$ cat src/msd_pkg.sv
package msd_pkg;

    // Register addresses on the serial port
    localparam logic [6:0] MSD_ADDR_VERSION  = 7'h01;
    localparam logic [6:0] MSD_ADDR_STATUS   = 7'h02;
    localparam logic [6:0] MSD_ADDR_X_LOW    = 7'h03;
    localparam logic [6:0] MSD_ADDR_X_HIGH   = 7'h04;
    localparam logic [6:0] MSD_ADDR_Y_LOW    = 7'h05;
    localparam logic [6:0] MSD_ADDR_Y_HIGH   = 7'h06;

    // Status byte field positions
    localparam int MSD_ST_MOVEMENT  = 7;
    localparam int MSD_ST_LASER_SHT = 6;
    localparam int MSD_ST_POWER_OK  = 5;
    localparam int MSD_ST_STATE_HI  = 2;
    localparam int MSD_ST_STATE_LO  = 1;
    localparam int MSD_ST_ORIGIN    = 0;

    // Serial command byte: top bit selects a write
    localparam int MSD_CMD_WRITE_BIT = 7;

    // Reset values and last bit count
    localparam logic [7:0]  MSD_STATUS_RST = 8'h00;
    localparam logic [15:0] MSD_MOVE_RST   = 16'h0000;
    localparam logic [7:0]  MSD_BYTE_RST   = 8'h00;
    localparam logic [2:0]  MSD_BITCNT_RST = 3'h0;
    localparam logic [2:0]  MSD_BITCNT_LST = 3'h7;

    // Revision code; value is arbitrary
    localparam logic [7:0]  MSD_SILICON_VERSION = 8'hA5;

    // Operating modes as reported in the status byte
    localparam logic [1:0] MSD_MODE_RUN   = 2'h0;
    localparam logic [1:0] MSD_MODE_REST1 = 2'h1;
    localparam logic [1:0] MSD_MODE_REST2 = 2'h2;
    localparam logic [1:0] MSD_MODE_REST3 = 2'h3;

endpackage

$ cat src/msd_spi_port.sv
`timescale 1ns/1ns
module msd_spi_port
    import msd_pkg::*;
(
    input  wire logic       mclk,
    input  wire logic       rst_b,
    input  wire logic       ncs_b,
    input  wire logic       sclk,
    input  wire logic       mosi,
    input  wire logic [7:0] rd_data,
    output logic            miso_out,
    output logic            miso_oe,
    output logic            rd_stb,
    output logic            wr_stb,
    output logic [6:0]      reg_addr,
    output logic [7:0]      wr_data
);

    logic       ncs_s1_reg, ncs_s2_reg;
    logic       sclk_s1_reg, sclk_s2_reg, sclk_d_reg;
    logic       mosi_s1_reg, mosi_s2_reg;
    logic [2:0] bit_cnt_reg;
    logic       data_phase_reg;
    logic [7:0] shift_in_reg;
    logic [7:0] cmd_reg;
    logic [7:0] shift_out_reg;
    logic       load_reg;
    logic       sclk_rise;
    logic       sclk_fall;
    logic [7:0] byte_done;

    // Two-stage synchronisers for the port pins
    always_ff @(posedge mclk or negedge rst_b) begin
        if (!rst_b) begin
            ncs_s1_reg  <= 1'b1;
            ncs_s2_reg  <= 1'b1;
            sclk_s1_reg <= 1'b1;
            sclk_s2_reg <= 1'b1;
            sclk_d_reg  <= 1'b1;
            mosi_s1_reg <= 1'b0;
            mosi_s2_reg <= 1'b0;
        end else begin
            ncs_s1_reg  <= ncs_b;
            ncs_s2_reg  <= ncs_s1_reg;
            sclk_s1_reg <= sclk;
            sclk_s2_reg <= sclk_s1_reg;
            sclk_d_reg  <= sclk_s2_reg;
            mosi_s1_reg <= mosi;
            mosi_s2_reg <= mosi_s1_reg;
        end
    end

    assign sclk_rise = sclk_s2_reg & ~sclk_d_reg & ~ncs_s2_reg;
    assign sclk_fall = ~sclk_s2_reg & sclk_d_reg & ~ncs_s2_reg;
    assign byte_done = {shift_in_reg[6:0], mosi_s2_reg};

    // Command byte then data byte, MSB first, sampled on SCLK rise
    always_ff @(posedge mclk or negedge rst_b) begin
        if (!rst_b) begin
            bit_cnt_reg    <= MSD_BITCNT_RST;
            data_phase_reg <= 1'b0;
            shift_in_reg   <= MSD_BYTE_RST;
            cmd_reg        <= MSD_BYTE_RST;
            wr_data        <= MSD_BYTE_RST;
            rd_stb         <= 1'b0;
            wr_stb         <= 1'b0;
        end else begin
            rd_stb <= 1'b0;
            wr_stb <= 1'b0;
            if (ncs_s2_reg) begin
                bit_cnt_reg    <= MSD_BITCNT_RST;
                data_phase_reg <= 1'b0;
            end else if (sclk_rise) begin
                shift_in_reg <= byte_done;
                bit_cnt_reg  <= bit_cnt_reg + 3'h1;
                if (bit_cnt_reg == MSD_BITCNT_LST) begin
                    if (!data_phase_reg) begin
                        cmd_reg        <= byte_done;
                        data_phase_reg <= 1'b1;
                        rd_stb         <= ~byte_done[MSD_CMD_WRITE_BIT];
                    end else begin
                        data_phase_reg <= 1'b0;
                        wr_data        <= byte_done;
                        wr_stb         <= cmd_reg[MSD_CMD_WRITE_BIT];
                    end
                end
            end
        end
    end

    assign reg_addr = cmd_reg[6:0];

    // Reply byte shifts out on SCLK fall
    always_ff @(posedge mclk or negedge rst_b) begin
        if (!rst_b) begin
            load_reg      <= 1'b0;
            shift_out_reg <= MSD_BYTE_RST;
            miso_out      <= 1'b0;
            miso_oe       <= 1'b0;
        end else begin
            load_reg <= rd_stb;
            miso_oe  <= ~ncs_s2_reg;
            if (load_reg) begin
                shift_out_reg <= rd_data;
            end else if (sclk_fall) begin
                miso_out      <= shift_out_reg[7];
                shift_out_reg <= {shift_out_reg[6:0], 1'b0};
            end
        end
    end
endmodule

$ cat src/msd_motion_readout.sv
`timescale 1ns/1ns
// How it works
// - Movement flag set while motion is pending
// - Status read freezes displacement snapshot
// - Second status read overwrites unread snapshot
// - Status write clears flag and snapshot
// - Bit 6 shows laser drive shorted
// - Bit 5 shows power settings complementary
// - Bits 2:1 show current power state
// - Bit 0 marks capture from pixel origin
// - X is 16-bit two's complement, low/high
// - Y is 16-bit two's complement, low/high
// - Each displacement byte clears when read
// - Read-only silicon version byte
// - All access through four-wire serial port
module msd_motion_readout
    import msd_pkg::*;
(
    input  wire logic        mclk,
    input  wire logic        rst_b,
    input  wire logic        ncs_b,
    input  wire logic        sclk,
    input  wire logic        mosi,
    output logic             miso_out,
    output logic             miso_oe,
    input  wire logic        move_valid,
    input  wire logic [15:0] move_x,
    input  wire logic [15:0] move_y,
    input  wire logic        laser_drive_output_short,
    input  wire logic [7:0]  laser_power_set,
    input  wire logic [7:0]  laser_power_set_inv,
    input  wire logic [1:0]  power_state_in,
    input  wire logic        capture_origin_in
);

    logic        rd_stb;
    logic        wr_stb;
    logic [6:0]  reg_addr;
    logic [7:0]  wr_data;
    logic [7:0]  rd_data_reg;

    logic [15:0] acc_x_reg, acc_y_reg;
    logic [15:0] snap_x_reg, snap_y_reg;
    logic        movement_seen_reg;
    logic        short_s1_reg, short_s2_reg;
    logic        laser_short_flag_reg;
    logic        laser_power_ok_reg;
    logic [1:0]  power_state_reg;
    logic        capture_origin_flag_reg;
    logic [7:0]  status_byte;
    logic        status_rd, status_wr;
    logic        new_motion;
    logic [15:0] in_x, in_y;

    // Four-wire serial port; all register traffic arrives here
    msd_spi_port u_port (
        .mclk     (mclk),
        .rst_b    (rst_b),
        .ncs_b    (ncs_b),
        .sclk     (sclk),
        .mosi     (mosi),
        .rd_data  (rd_data_reg),
        .miso_out (miso_out),
        .miso_oe  (miso_oe),
        .rd_stb   (rd_stb),
        .wr_stb   (wr_stb),
        .reg_addr (reg_addr),
        .wr_data  (wr_data)
    );

    assign status_rd  = rd_stb && (reg_addr == MSD_ADDR_STATUS);
    assign status_wr  = wr_stb && (reg_addr == MSD_ADDR_STATUS);
    assign new_motion = move_valid && ((move_x != MSD_MOVE_RST) || (move_y != MSD_MOVE_RST));
    assign in_x       = move_valid ? move_x : MSD_MOVE_RST;
    assign in_y       = move_valid ? move_y : MSD_MOVE_RST;

    // Running totals; motion of the draining cycle seeds the next total
    always_ff @(posedge mclk or negedge rst_b) begin
        if (!rst_b) begin
            acc_x_reg <= MSD_MOVE_RST;
            acc_y_reg <= MSD_MOVE_RST;
        end else if (status_rd || status_wr) begin
            acc_x_reg <= in_x;
            acc_y_reg <= in_y;
        end else begin
            acc_x_reg <= acc_x_reg + in_x;
            acc_y_reg <= acc_y_reg + in_y;
        end
    end

    // Snapshot seen by the four displacement byte registers
    always_ff @(posedge mclk or negedge rst_b) begin
        if (!rst_b) begin
            snap_x_reg <= MSD_MOVE_RST;
            snap_y_reg <= MSD_MOVE_RST;
        end else if (status_wr) begin
            snap_x_reg <= MSD_MOVE_RST;
            snap_y_reg <= MSD_MOVE_RST;
        end else if (status_rd) begin
            snap_x_reg <= acc_x_reg;
            snap_y_reg <= acc_y_reg;
        end else if (rd_stb) begin
            unique case (reg_addr)
                MSD_ADDR_X_LOW:  snap_x_reg[7:0]  <= MSD_BYTE_RST;
                MSD_ADDR_X_HIGH: snap_x_reg[15:8] <= MSD_BYTE_RST;
                MSD_ADDR_Y_LOW:  snap_y_reg[7:0]  <= MSD_BYTE_RST;
                MSD_ADDR_Y_HIGH: snap_y_reg[15:8] <= MSD_BYTE_RST;
                default: begin
                end
            endcase
        end
    end

    // Movement flag; fresh motion wins over a clear in the same cycle
    always_ff @(posedge mclk or negedge rst_b) begin
        if (!rst_b) begin
            movement_seen_reg <= 1'b0;
        end else if (new_motion) begin
            movement_seen_reg <= 1'b1;
        end else if (status_rd || status_wr) begin
            movement_seen_reg <= 1'b0;
        end
    end

    // Laser short detector is asynchronous to mclk
    always_ff @(posedge mclk or negedge rst_b) begin
        if (!rst_b) begin
            short_s1_reg         <= 1'b0;
            short_s2_reg         <= 1'b0;
            laser_short_flag_reg <= 1'b0;
        end else begin
            short_s1_reg         <= laser_drive_output_short;
            short_s2_reg         <= short_s1_reg;
            laser_short_flag_reg <= short_s2_reg;
        end
    end

    // Laser power check and frame state
    always_ff @(posedge mclk or negedge rst_b) begin
        if (!rst_b) begin
            laser_power_ok_reg      <= 1'b0;
            power_state_reg         <= MSD_MODE_RUN;
            capture_origin_flag_reg <= 1'b0;
        end else begin
            laser_power_ok_reg      <= (laser_power_set == ~laser_power_set_inv);
            power_state_reg         <= power_state_in;
            capture_origin_flag_reg <= capture_origin_in;
        end
    end

    always_comb begin
        status_byte                   = MSD_STATUS_RST;
        status_byte[MSD_ST_MOVEMENT]  = movement_seen_reg;
        status_byte[MSD_ST_LASER_SHT] = laser_short_flag_reg;
        status_byte[MSD_ST_POWER_OK]  = laser_power_ok_reg;
        status_byte[MSD_ST_STATE_HI:MSD_ST_STATE_LO] = power_state_reg;
        status_byte[MSD_ST_ORIGIN]    = capture_origin_flag_reg;
    end

    // Read reply captured before any read side effect lands
    always_ff @(posedge mclk or negedge rst_b) begin
        if (!rst_b) begin
            rd_data_reg <= MSD_BYTE_RST;
        end else if (rd_stb) begin
            unique case (reg_addr)
                MSD_ADDR_VERSION: rd_data_reg <= MSD_SILICON_VERSION;
                MSD_ADDR_STATUS:  rd_data_reg <= status_byte;
                MSD_ADDR_X_LOW:   rd_data_reg <= snap_x_reg[7:0];
                MSD_ADDR_X_HIGH:  rd_data_reg <= snap_x_reg[15:8];
                MSD_ADDR_Y_LOW:   rd_data_reg <= snap_y_reg[7:0];
                MSD_ADDR_Y_HIGH:  rd_data_reg <= snap_y_reg[15:8];
                default:          rd_data_reg <= MSD_BYTE_RST;
            endcase
        end
    end

    // Written byte is only a trigger and is never stored
    logic unused_wr;
    assign unused_wr = ^wr_data;
endmodule

$ cat config.mk
export PLATFORM = sky130hd
export DESIGN_NAME = msd_motion_readout
export DESIGN_NICKNAME = d
export VERILOG_FILES = /design/src/msd_pkg.sv /design/src/msd_spi_port.sv /design/src/msd_motion_readout.sv
export SDC_FILE = /design/constraint.sdc
export NUM_CORES = 1
export LEC_CHECK = 0
export CAP_MARGIN = 20
export CORE_UTILIZATION = 60
export CTS_BUF_LIST = sky130_fd_sc_hd__clkbuf_2 sky130_fd_sc_hd__clkbuf_4 sky130_fd_sc_hd__clkbuf_8
export CTS_CLUSTER_DIAMETER = 200
export DETAILED_ROUTE_END_ITERATION = 10
export DONT_BUFFER_PORTS = 1
export PLACE_DENSITY = 0.9
export SLEW_MARGIN = 20
export SYNTH_ARGS = -nofsm -noshare
export SYNTH_HDL_FRONTEND = slang
export SYNTH_SLANG_ARGS = --single-unit
$ cat constraint.sdc
create_clock -name mclk -period 2.3 [get_ports mclk]
set_input_delay 0.23 -clock mclk [delete_from_list [all_inputs] [get_ports mclk]]
set_output_delay 0.23 -clock mclk [all_outputs]
set_load 0.02 [all_outputs]
Word-level counts from Yosys, hierarchy flattened. Index checks and enable logic that the tools add are counted. W data, S select, Z words.

Register bits: 119. Input port bits: 58. Output and inout port bits: 2. Logic and storage cells: 110.

Add/subtract/negate cells: 3. Equal/unequal tests: 8. Mux-type cells: 33. Bitwise gates (word level): 11. Reduce and logical (&&, ||, !) cells: 24.

Operators with widths (count): $mux W16 (10); $mux W8 (6); $pmux W8 S6 (1); $add A16 B16 Y16 (2); $reduce_bool A16 Y1 (2); $eq A7 B3 Y1 const B (3); $reduce_bool A3 Y1 (5); $eq A7 B2 Y1 const B (2); $mux W1 (14); $reduce_and A2 Y1 (7); $eq A8 B8 Y1 (1); $not A8 Y8 (1); $reduce_bool A2 Y1 (4); $eq A7 B1 Y1 const B (1); $mux W3 (2); $not A1 Y1 (6); $and A1 B1 Y1 (4); $reduce_and A4 Y1 (1); $add A3 B1 Y3 const B (1); $eq A3 B3 Y1 const B (1); $logic_and A1 B1 Y1 (3); $logic_or A1 B1 Y1 (2).

Logic depth before layout (Yosys ltp). Gate-level depths: netlist (run 1).

Word-level depth: 5. Gate-level depth with buffers: 10. Mapped depth without buffers: 10.

Cells and area by module. Synthesis (run 1) repeated with hierarchy kept, for this count alone.

Cells, all modules: 632. Area, all modules: 6854.1 µm².

Modules (own cells, without submodules): msd_motion_readout (instances 1, cells an instance 496, area each 4927.2 µm², sequential area each 2001.9 µm²); msd_spi_port (instances 1, cells an instance 136, area each 1926.8 µm², sequential area each 1182.4 µm²).

Worst setup path before layout (run 1). No wires, ideal clock.

Kind: register to register. Start: reg acc_x_reg[0]. End: reg acc_x_reg[10]. Setup time: 0.121 ns. Data arrival time: 2.219 ns. Data required time: 2.179 ns. Slack: -0.040 ns. Cell stages (with the launch flop): 10. Path buffers: 0. Clock period less this slack: 2.340 ns. Cells stage by stage: dfrtp_1 -> ha_1 -> fa_1 -> a211oi_2 -> o21bai_2 -> a2111oi_0 -> or3_1 -> o21a_1 -> xor2_1 -> o21ai_1.

Word-level cells in the longest chain between the ends: 2.

Ends and longest elaborated chain: from (decl) (RTL line msd_motion_readout.sv:42) `logic [15:0] acc_x_reg, acc_y_reg;`; from (signal assigned) (RTL line msd_motion_readout.sv:83) `acc_x_reg <= in_x;`; from (signal assigned) (RTL line msd_motion_readout.sv:86) `acc_x_reg <= acc_x_reg + in_x;`; $add A16 B16 Y16 (RTL line msd_motion_readout.sv:86); $mux W16 (RTL line msd_motion_readout.sv:82) `end else if (status_rd || status_wr) begin`.

No other way between the ends. A chain may end at the register's enable or synchronous reset.

Final worst setup path (run 1).
Start: reg acc_y_reg[4]. End: reg acc_y_reg[15].

Word-level cells in the longest chain between the ends: 2.

Ends and longest elaborated chain: from (decl) (RTL line msd_motion_readout.sv:42); from (signal assigned) (RTL line msd_motion_readout.sv:84) `acc_y_reg <= in_y;`; from (signal assigned) (RTL line msd_motion_readout.sv:87) `acc_y_reg <= acc_y_reg + in_y;`; $add A16 B16 Y16 (RTL line msd_motion_readout.sv:87); $mux W16 (RTL line msd_motion_readout.sv:82).

No other way between the ends.

==> flow_metrics.py, run 1 <==
metrics = {
    "cells_and_area": {
        "nets": 726,
        "postLayoutCoreUtil_pct": 70.71,
        "diodes": 0,
        "area_growth_pct": 14.44,
        "finalNonFillerCells": 783,
        "drive_gt1_share_pct": 17.62,
        "final_area_um2": 7267,
    },
    "synth": {
        "synth_area_um2": 6350,
        "synth_top_area_share_pct": 44.93,
        "synth_most_common_cell": "dfrtp_1",
        "synth_top_cell_by_area": "dfrtp_1",
        "synth_nets": 687,
        "avgSynthCellArea_um2": 10.67,
        "synth_edf_count": 0,
        "ys_async_sr_fraction_pct": 100.0,
        "yosysWarnings": 0,
        "synth_cell_type_count": 62,
        "synthFlopType": "dfrtp_1",
        "synth_common_cells": "114 x dfrtp_1, 47 x a21oi_1, 45 x nand2_1",
        "seq_area_frac_synth_pct": 47.00,
        "synth.area.top_cells": "dfrtp_1 45%, ha_1 6.3%, a22o_1 5.4%, a21oi_1 3.7%, mux2_2 3.5%",
        "synth-seq-cells": 119,
        "synthCells": 595,
    },
    "setup_path": {
        "cp_slowest_cell": "dfrtp_1",
        "crit_top_cell": "buf_4",
        "worst-setup-path-type": "flop to flop",
        "crit_arrival_ns": 2.77,
        "crit_required_ns": 2.67,
        "start_kind": "flop",
        "max_stage_delay_ns": 0.39,
        "worst-path-max-fanout": 4,
        "rr_startpoint": "acc_y_reg[4]$_DFF_PN0_",
        "cpLargestDelayFamily": "compound AO/OA/AOI/OAI gates",
        "path_cells": "ha_1 > buf_4 > nand4_1 > a211oi_4 > o41ai_4 > buf_4 > a2111o_1 > o21ai_1 > xnor2_1",
        "cp-startpoint": "acc_y_reg[4]$_DFF_PN0_",
        "worst-path-buf-inv": 2,
        "critPathCaptureType": "flop",
    },
    "detailed_routing": {
        "vias": 5058,
        "drc_errors": 0,
        "routedWlPerCell_um": 20.69,
        "ant_nets": 0,
        "viasPerCell": 6.460,
        "drt-total-wl_mm": 16.20,
        "firstDrtPassIters": 5,
        "drtIter0Drc": 546,
    },
    "pwr": {
        "power.net_switching_mw": 2.564,
        "power_mw": 7.276,
        "swShare_pct": 35.24,
        "peakVddDrop_mv": 0.9379,
        "pwr-share-seq_pct": 38.4,
        "power.density_nw_per_um2": 1001,
        "power.leakage_nw": 3.204,
        "clock_power_share_pct": 26.1,
        "p_int_mw": 4.712,
        "combPwrFrac_pct": 35.5,
    },
    "timing": {
        "rsz0062_at_grt": "yes",
        "finalClockSkew_ns": 0.02022,
        "finalCriticalPeriod_ns": 2.402,
        "slew_headroom_pct": 55.47,
        "setup_violations": 3,
        "hold_viol_final": 119,
        "hold_slack_ns": -0.5354,
        "tightest_slew_ns": 0.6650,
        "layout_setup_ws_ns": -0.1017,
        "fin_crit_sh_pct": 104.4,
        "slew_viol_final": 0,
        "max_freq_mhz": 416.4,
    },
    "global_routing": {
        "first_global_vias": 5043,
        "track_usage_pct": 30.14,
        "antenna_found_initial": 0,
        "grt_max_degree": 120,
        "grt_pass1_wl_mm": 25.25,
        "grt-ovfl-total": 0,
    },
    "clock_network": {
        "htree_levels": 4,
        "numCtsBuffers": 17,
        "cts_tree": "done",
        "cts_hold_buffers": 16,
        "clk_pin_slew_ns": 0.09,
        "cts-root-buf": "clkbuf_8",
        "clockBufferDepth": 2,
        "clock_sinks": 119,
        "clock_latency_ns": 0.46,
    },
    "place": {
        "hpwl_mm": 10.12,
        "pre_cts_ws_ns": -0.1895,
        "place_inst": 728,
        "placed_area_um2": 6554,
        "gp_congestion": 0.9454,
        "port_buffers": 0,
    },
    "floorplanning": {
        "die_w_um": 104.9,
        "io_pins": 60,
        "core_um2": 10280,
        "die_height_um": 104.9,
        "start_util_pct": 61.78,
        "dieArea_um2": 11000,
        "rows": 37,
    },
    "outcome": {
        "violations": "negative hold slack, negative setup slack",
        "outcome": "complete, but fails checks",
    },
    "hold_path": {
        "min-delay-path-class": "input pin to asynchronous set/reset pin",
    },
    "run": {
        "max_cap_viol_count": 0,
    },
}
## per-stage QoR
step	setup TNS, ns	hold WS (ns)
5_1_grt	-0.8073	-0.5768
4_1_cts	-0.01712	-0.5504
3_3_place_gp	-0.1733	-0.06164
2_1_floorplan	0	-0.06559
3_5_place_dp	-0.7622	-0.06347
6_report	-0.2108	-0.5354
## worst reg2reg max path: stages, from the launching register on
cell and delay (ns):
dfrtp_1 0.39, ha_1 0.32, buf_4 0.17, nand4_1 0.22, a211oi_4 0.34, o41ai_4 0.13, buf_4 0.16, a2111o_1 0.36
o21ai_1 0.10, xnor2_1 0.13
## layout make-up
cell class                 count  area (um2)
clock buffer                  20       262.8
fill                         705        3010
clock inverter                12       127.6
inverter                      11       41.29
sequential                   119        2984
tap                          136       170.2
timing repair buffer          42       367.9
multi-input combinational    443        3313
## what timing repair did
item	in CTS	in global routing
endpoints found under the hold margin	130	119
gates resized for setup	8	16
gates cloned	0	0
setup endpoints to repair	8	10
buffers inserted	3	4
pin swaps	9	13
## logic make-up after synthesis
family | after synthesis | share of synthesized area (%)
buffers and inverters | 33 | 2.601
AOI/OAI and AO/OA | 177 | 19.07
DFF | 119 | 47.00
muxes | 35 | 5.931
adders and majority gates | 34 | 6.936
xor gates and xnor gates | 35 | 4.828
and+or+nand+nor | 162 | 13.64
## cells in the final DEF, fill, tap and decap left out, types with 6 or more instances in the layout
master and count:
ha_1 28, nand2_1 45, nor2_1 39, mux2i_1 14
a21o_1 11, buf_4 25, dlygate4sd3_1 16, dfrtp_1 114
o21ai_0 31, a22o_1 39, and2_1 31, clkbuf_8 18
xor2_1 22, nand4_1 7, o21a_1 6, xnor2_1 13
o21ai_1 6, inv_1 10, a21oi_1 46, nand2b_1 6
mux2_2 20, nor4_1 8
## power by group through the flow
stage | combinational [mW] | clock (mW) | sequential (mW)
floorplan | 1.73 | 0 | 2.68
global placement | 2.05 | 0 | 2.79
detailed placement | 2.16 | 0 | 2.82
CTS | 2.30 | 1.89 | 2.78
global route | 2.81 | 2.01 | 2.82
finish | 2.58 | 1.90 | 2.80
## metal layers
metal | track usage [%] | routed length, um | share of wire [%] | vias to the layer above
met2 | 48.58 | 7757 | 48 | 277
met1 | 37.01 | 6440 | 40 | 2461
li1 | - | - | - | 2252
met3 | 8.359 | 1163 | 7.2 | 68
met5 | 0 | 0 | 0 | -
met4 | 15.79 | 838 | 5.2 | 0
## path summary, 6_finish.rpt
kind / endpoint / slack [ns] / depth (start not counted)
min reg2reg: laser_short_flag_reg$_DFF_PN0_ / 0.36 / 0
max reg2reg: acc_y_reg[15]$_DFF_PN0_ / -0.10 / 9
max: acc_y_reg[15]$_DFF_PN0_ / -0.10 / 9
min in group mclk: acc_y_reg[8]$_DFF_PN0_ / 0.05 / 3
max in group asynchronous: u_port.sclk_s2_reg$_DFF_PN1_ / 2.61 / 0
min: short_s1_reg$_DFF_PN0_ / -0.54 / 0
No activity file was read; power rests on OpenSTA's default activity.
==> run 2: changes to the inputs <==
--- a/config.mk
+++ b/config.mk
@@ -5,6 +5,7 @@
 export SDC_FILE = /design/constraint.sdc
 export NUM_CORES = 1
 export LEC_CHECK = 0
+export ABC_AREA = 1
 export CAP_MARGIN = 20
 export CORE_UTILIZATION = 60
 export CTS_BUF_LIST = sky130_fd_sc_hd__clkbuf_2 sky130_fd_sc_hd__clkbuf_4 sky130_fd_sc_hd__clkbuf_8
==> run 2 against run 1 <==
  * Non-clock buffer count down 13
  * The run ends with negative hold slack left
  * Cell count up 49%
  * Global-route usage fell by 0.53 points
  * Final area up 7.1%
  * Largest cell class unchanged
  * Sequential cell count is the same
  * Utilization down 2.2 points
  * Critical path depth stayed put
  * Maximum frequency up 14%
  * Area after synthesis increased by 9.9%
  * Register-to-register slack improved by 0.30 ns
  * Largest power group unchanged
  * Critical path type unchanged
  * Worst hold slack better by 0.013 ns
==> flow_metrics.py, run 2 <==
metrics = {
    "pwr": {
        "peakVddDrop_mv": 0.5838,
        "combPwrFrac_pct": 34.9,
        "p_int_mw": 4.551,
        "swShare_pct": 36.52,
        "power.density_nw_per_um2": 920.8,
        "power.net_switching_mw": 2.618,
        "clock_power_share_pct": 27.3,
        "power.leakage_nw": 4.326,
        "pwr-share-seq_pct": 37.8,
    },
    "detailed_routing": {
        "drtIter0Drc": 542,
        "vias": 6293,
        "routedWlPerCell_um": 14.11,
        "drc_errors": 0,
        "ant_nets": 0,
        "viasPerCell": 5.402,
        "drt-total-wl_mm": 16.43,
        "firstDrtPassIters": 5,
    },
    "synth": {
        "synth_area_um2": 6977,
        "synth_top_area_share_pct": 40.89,
        "synth_adder_area_share_pct": 6.313,
        "synth_edf_count": 0,
        "synth_common_cells": "408 x nand2_1, 135 x inv_1, 114 x dfrtp_1",
        "synth-seq-cells": 119,
        "synth_most_common_cell": "nand2_1",
        "synthFlopType": "dfrtp_1",
        "synth_xor_area_share_pct": 2.511,
        "ys_async_sr_fraction_pct": 100.0,
        "synth_top_family_by_area": "simple AND/OR/NAND/NOR gates",
        "avgSynthCellArea_um2": 7.119,
        "synth-simple-area-share_pct": 34.11,
        "synth_top_cell_by_area": "dfrtp_1",
        "synth.area.top_cells": "dfrtp_1 41%, nand2_1 22%, inv_1 7.3%, ha_1 5.7%, nand3_1 5.0%",
        "muxShareOfSynthArea_pct": 0,
        "seq_area_frac_synth_pct": 42.77,
        "synth_compound_area_share_pct": 5.524,
        "synthCells": 980,
        "synth_cell_type_count": 33,
        "synth_nets": 1072,
        "yosysWarnings": 0,
    },
    "floorplanning": {
        "core_um2": 11370,
        "start_util_pct": 61.36,
        "die_height_um": 109.8,
        "dieArea_um2": 12060,
        "io_pins": 60,
        "rows": 39,
        "die_w_um": 109.8,
    },
    "clock_network": {
        "numCtsBuffers": 17,
        "cts_hold_buffers": 24,
        "htree_levels": 4,
        "cts-root-buf": "clkbuf_8",
        "clock_sinks": 119,
        "clock_latency_ns": 0.44,
        "post-cts-setup-buffers": 0,
        "clockBufferDepth": 2,
        "cts_tree": "done",
        "clk_pin_slew_ns": 0.07,
    },
    "setup_path": {
        "start_kind": "flop",
        "critPathCaptureType": "flop",
        "cp_slowest_cell": "dlygate4sd3_1",
        "path_cells": "nor2_1 > nand2_2 > clkinv_4 > nand3_2 > a21oi_4 > buf_12 > nand3_1 > dlygate4sd3_1 > nand2_1",
        "reg2reg_depth": 9,
        "worst-path-max-fanout": 33,
        "rrSetupSlack_ns": 0.20,
        "crit_arrival_ns": 2.48,
        "max_stage_delay_ns": 0.56,
        "crit_required_ns": 2.68,
        "worst-setup-path-type": "flop to flop",
        "r2r-end": "acc_x_reg[15]$_DFF_PN0_",
        "rr_startpoint": "u_port.cmd_reg[5]$_DFFE_PN0P_",
    },
    "timing": {
        "max_freq_mhz": 476.3,
        "hold_slack_ns": -0.5228,
        "fin_crit_sh_pct": 91.29,
        "tightest_slew_ns": 0.6199,
        "finalCriticalPeriod_ns": 2.100,
        "setup_tns_ns": 0,
        "hold_viol_final": 119,
        "rsz0062_at_grt": "no",
        "finalClockSkew_ns": 0.01426,
        "setup_violations": 0,
        "slew_viol_final": 0,
        "slew_headroom_pct": 58.67,
    },
    "global_routing": {
        "grt-ovfl-total": 0,
        "grt_max_degree": 120,
        "first_global_vias": 5961,
        "grt_pass1_wl_mm": 26.94,
        "track_usage_pct": 29.61,
        "antenna_found_initial": 0,
    },
    "hold_path": {
        "min-delay-path-class": "input pin to asynchronous set/reset pin",
    },
    "cells_and_area": {
        "drive_gt1_share_pct": 6.556,
        "final_common_cell": "nand2_1",
        "filler_cell_count": 908,
        "diodes": 0,
        "layout_common_cells": "407 x nand2_1, 135 x inv_1, 114 x dfrtp_1",
        "area_growth_pct": 11.60,
        "nets": 1101,
        "final_area_um2": 7786,
    },
    "place": {
        "placed_area_um2": 7123,
        "port_buffers": 0,
        "hpwl_mm": 11.25,
        "gp_congestion": 0.9253,
    },
    "run": {
        "max_cap_viol_count": 0,
    },
    "outcome": {
        "outcome": "complete, but fails checks",
        "violations": "negative hold slack",
    },
}
[run 2: changes by cell type after synthesis, moves of 11 or more]
cell	previous run	this run
inv_1	10	135
a21o_1	11	0
nor2_1	39	56
nand3_1	3	70
nand2_1	45	408
a22o_1	39	0
and2_1	31	1
mux2i_1	14	0
mux2_2	20	0
a21oi_1	47	21
[run 2: kinds of logic after synthesis]
kind of cell,Yosys count
flip-flops,119
AO/OA/AOI/OAI,70
XOR/XNOR,20
buffers and inverters,160
AND/OR/NAND/NOR,577
adder cells (fa/ha/maj),34
[run 2: power groups by stage]
stage          sequential [mW]  clock, mW  combinational (mW)
2_1_floorplan             2.64          0                1.98
3_3_place_gp              2.73          0                2.29
3_5_place_dp              2.74          0                2.38
4_1_cts                   2.70       1.97                2.46
5_1_grt                   2.75       2.07                2.87
6_report                  2.71       1.96                2.50
[run 2: critical path: cells and delay by family (launching register included)]
kind / cells / cell delay (ns)
buf+inv: 3 / 0.94
flops: 1 / 0.38
compound gates: 1 / 0.22
simple gates: 5 / 0.50
[run 2: layout make-up]
class	instances	area [um2]	share of cell area (%)
well taps	143	178.9	2.298
multi-input cells	701	3383	43.45
repair buffers	29	292.8	3.760
inverters	141	534.3	6.862
flip-flops and latches	119	2984	38.33
clock buffers	24	317.8	4.082
clock inverters	8	95.09	1.221
[run 2: layer usage]
metal / vias up / share of wire [%] / track usage [%] / routed length [um]
met5: - / 0 / 0 / 0
met4: 0 / 3.7 / 13.90 / 609
met3: 51 / 7.2 / 6.402 / 1190
met2: 236 / 47 / 48.62 / 7767
met1: 2912 / 42 / 37.23 / 6865
li1: 3094 / - / - / -
[run 2: metrics by stage]
| stage | hold WS [ns] | setup WS, ns | std cells | util [%] | power [mW] |
|---|---|---|---|---|---|
| detailed placement | -0.06273 | 0.4180 | 1109 | 62.65 | 5.122 |
| finish | -0.5228 | 0.2003 | 1165 | 68.48 | 7.169 |
| global route | -0.5500 | 0.01845 | 1165 | 68.48 | 7.686 |
| global placement | -0.06046 | 0.4731 | 1109 | 62.65 | 5.025 |
| CTS | -0.5404 | 0.03507 | 1165 | 68.39 | 7.132 |
| floorplan | -0.06559 | 0.2232 | 980 | - | 4.611 |
[run 2: worst max-delay path by stage]
stage | start | endpoint | slack [ns]
CTS | u_port.cmd_reg[5]$_DFFE_PN0P_ | acc_x_reg[15]$_DFF_PN0_ | 0.04
global placement | u_port.sclk_s2_reg$_DFF_PN1_ | u_port.cmd_reg[7]$_DFFE_PN0P_ | 0.47
detailed placement | acc_y_reg[0]$_DFF_PN0_ | acc_y_reg[6]$_DFF_PN0_ | 0.42
floorplan | move_valid | acc_y_reg[6]$_DFF_PN0_ | 0.22
global route | u_port.cmd_reg[5]$_DFFE_PN0P_ | acc_x_reg[15]$_DFF_PN0_ | 0.02
finish | u_port.cmd_reg[5]$_DFFE_PN0P_ | acc_x_reg[15]$_DFF_PN0_ | 0.20
[run 2: timing repair]
item / 4_1_cts / 5_1_grt
resized for setup: 0 / 6
endpoints found under the setup margin: 0 / 7
hold endpoints to repair: 139 / 119
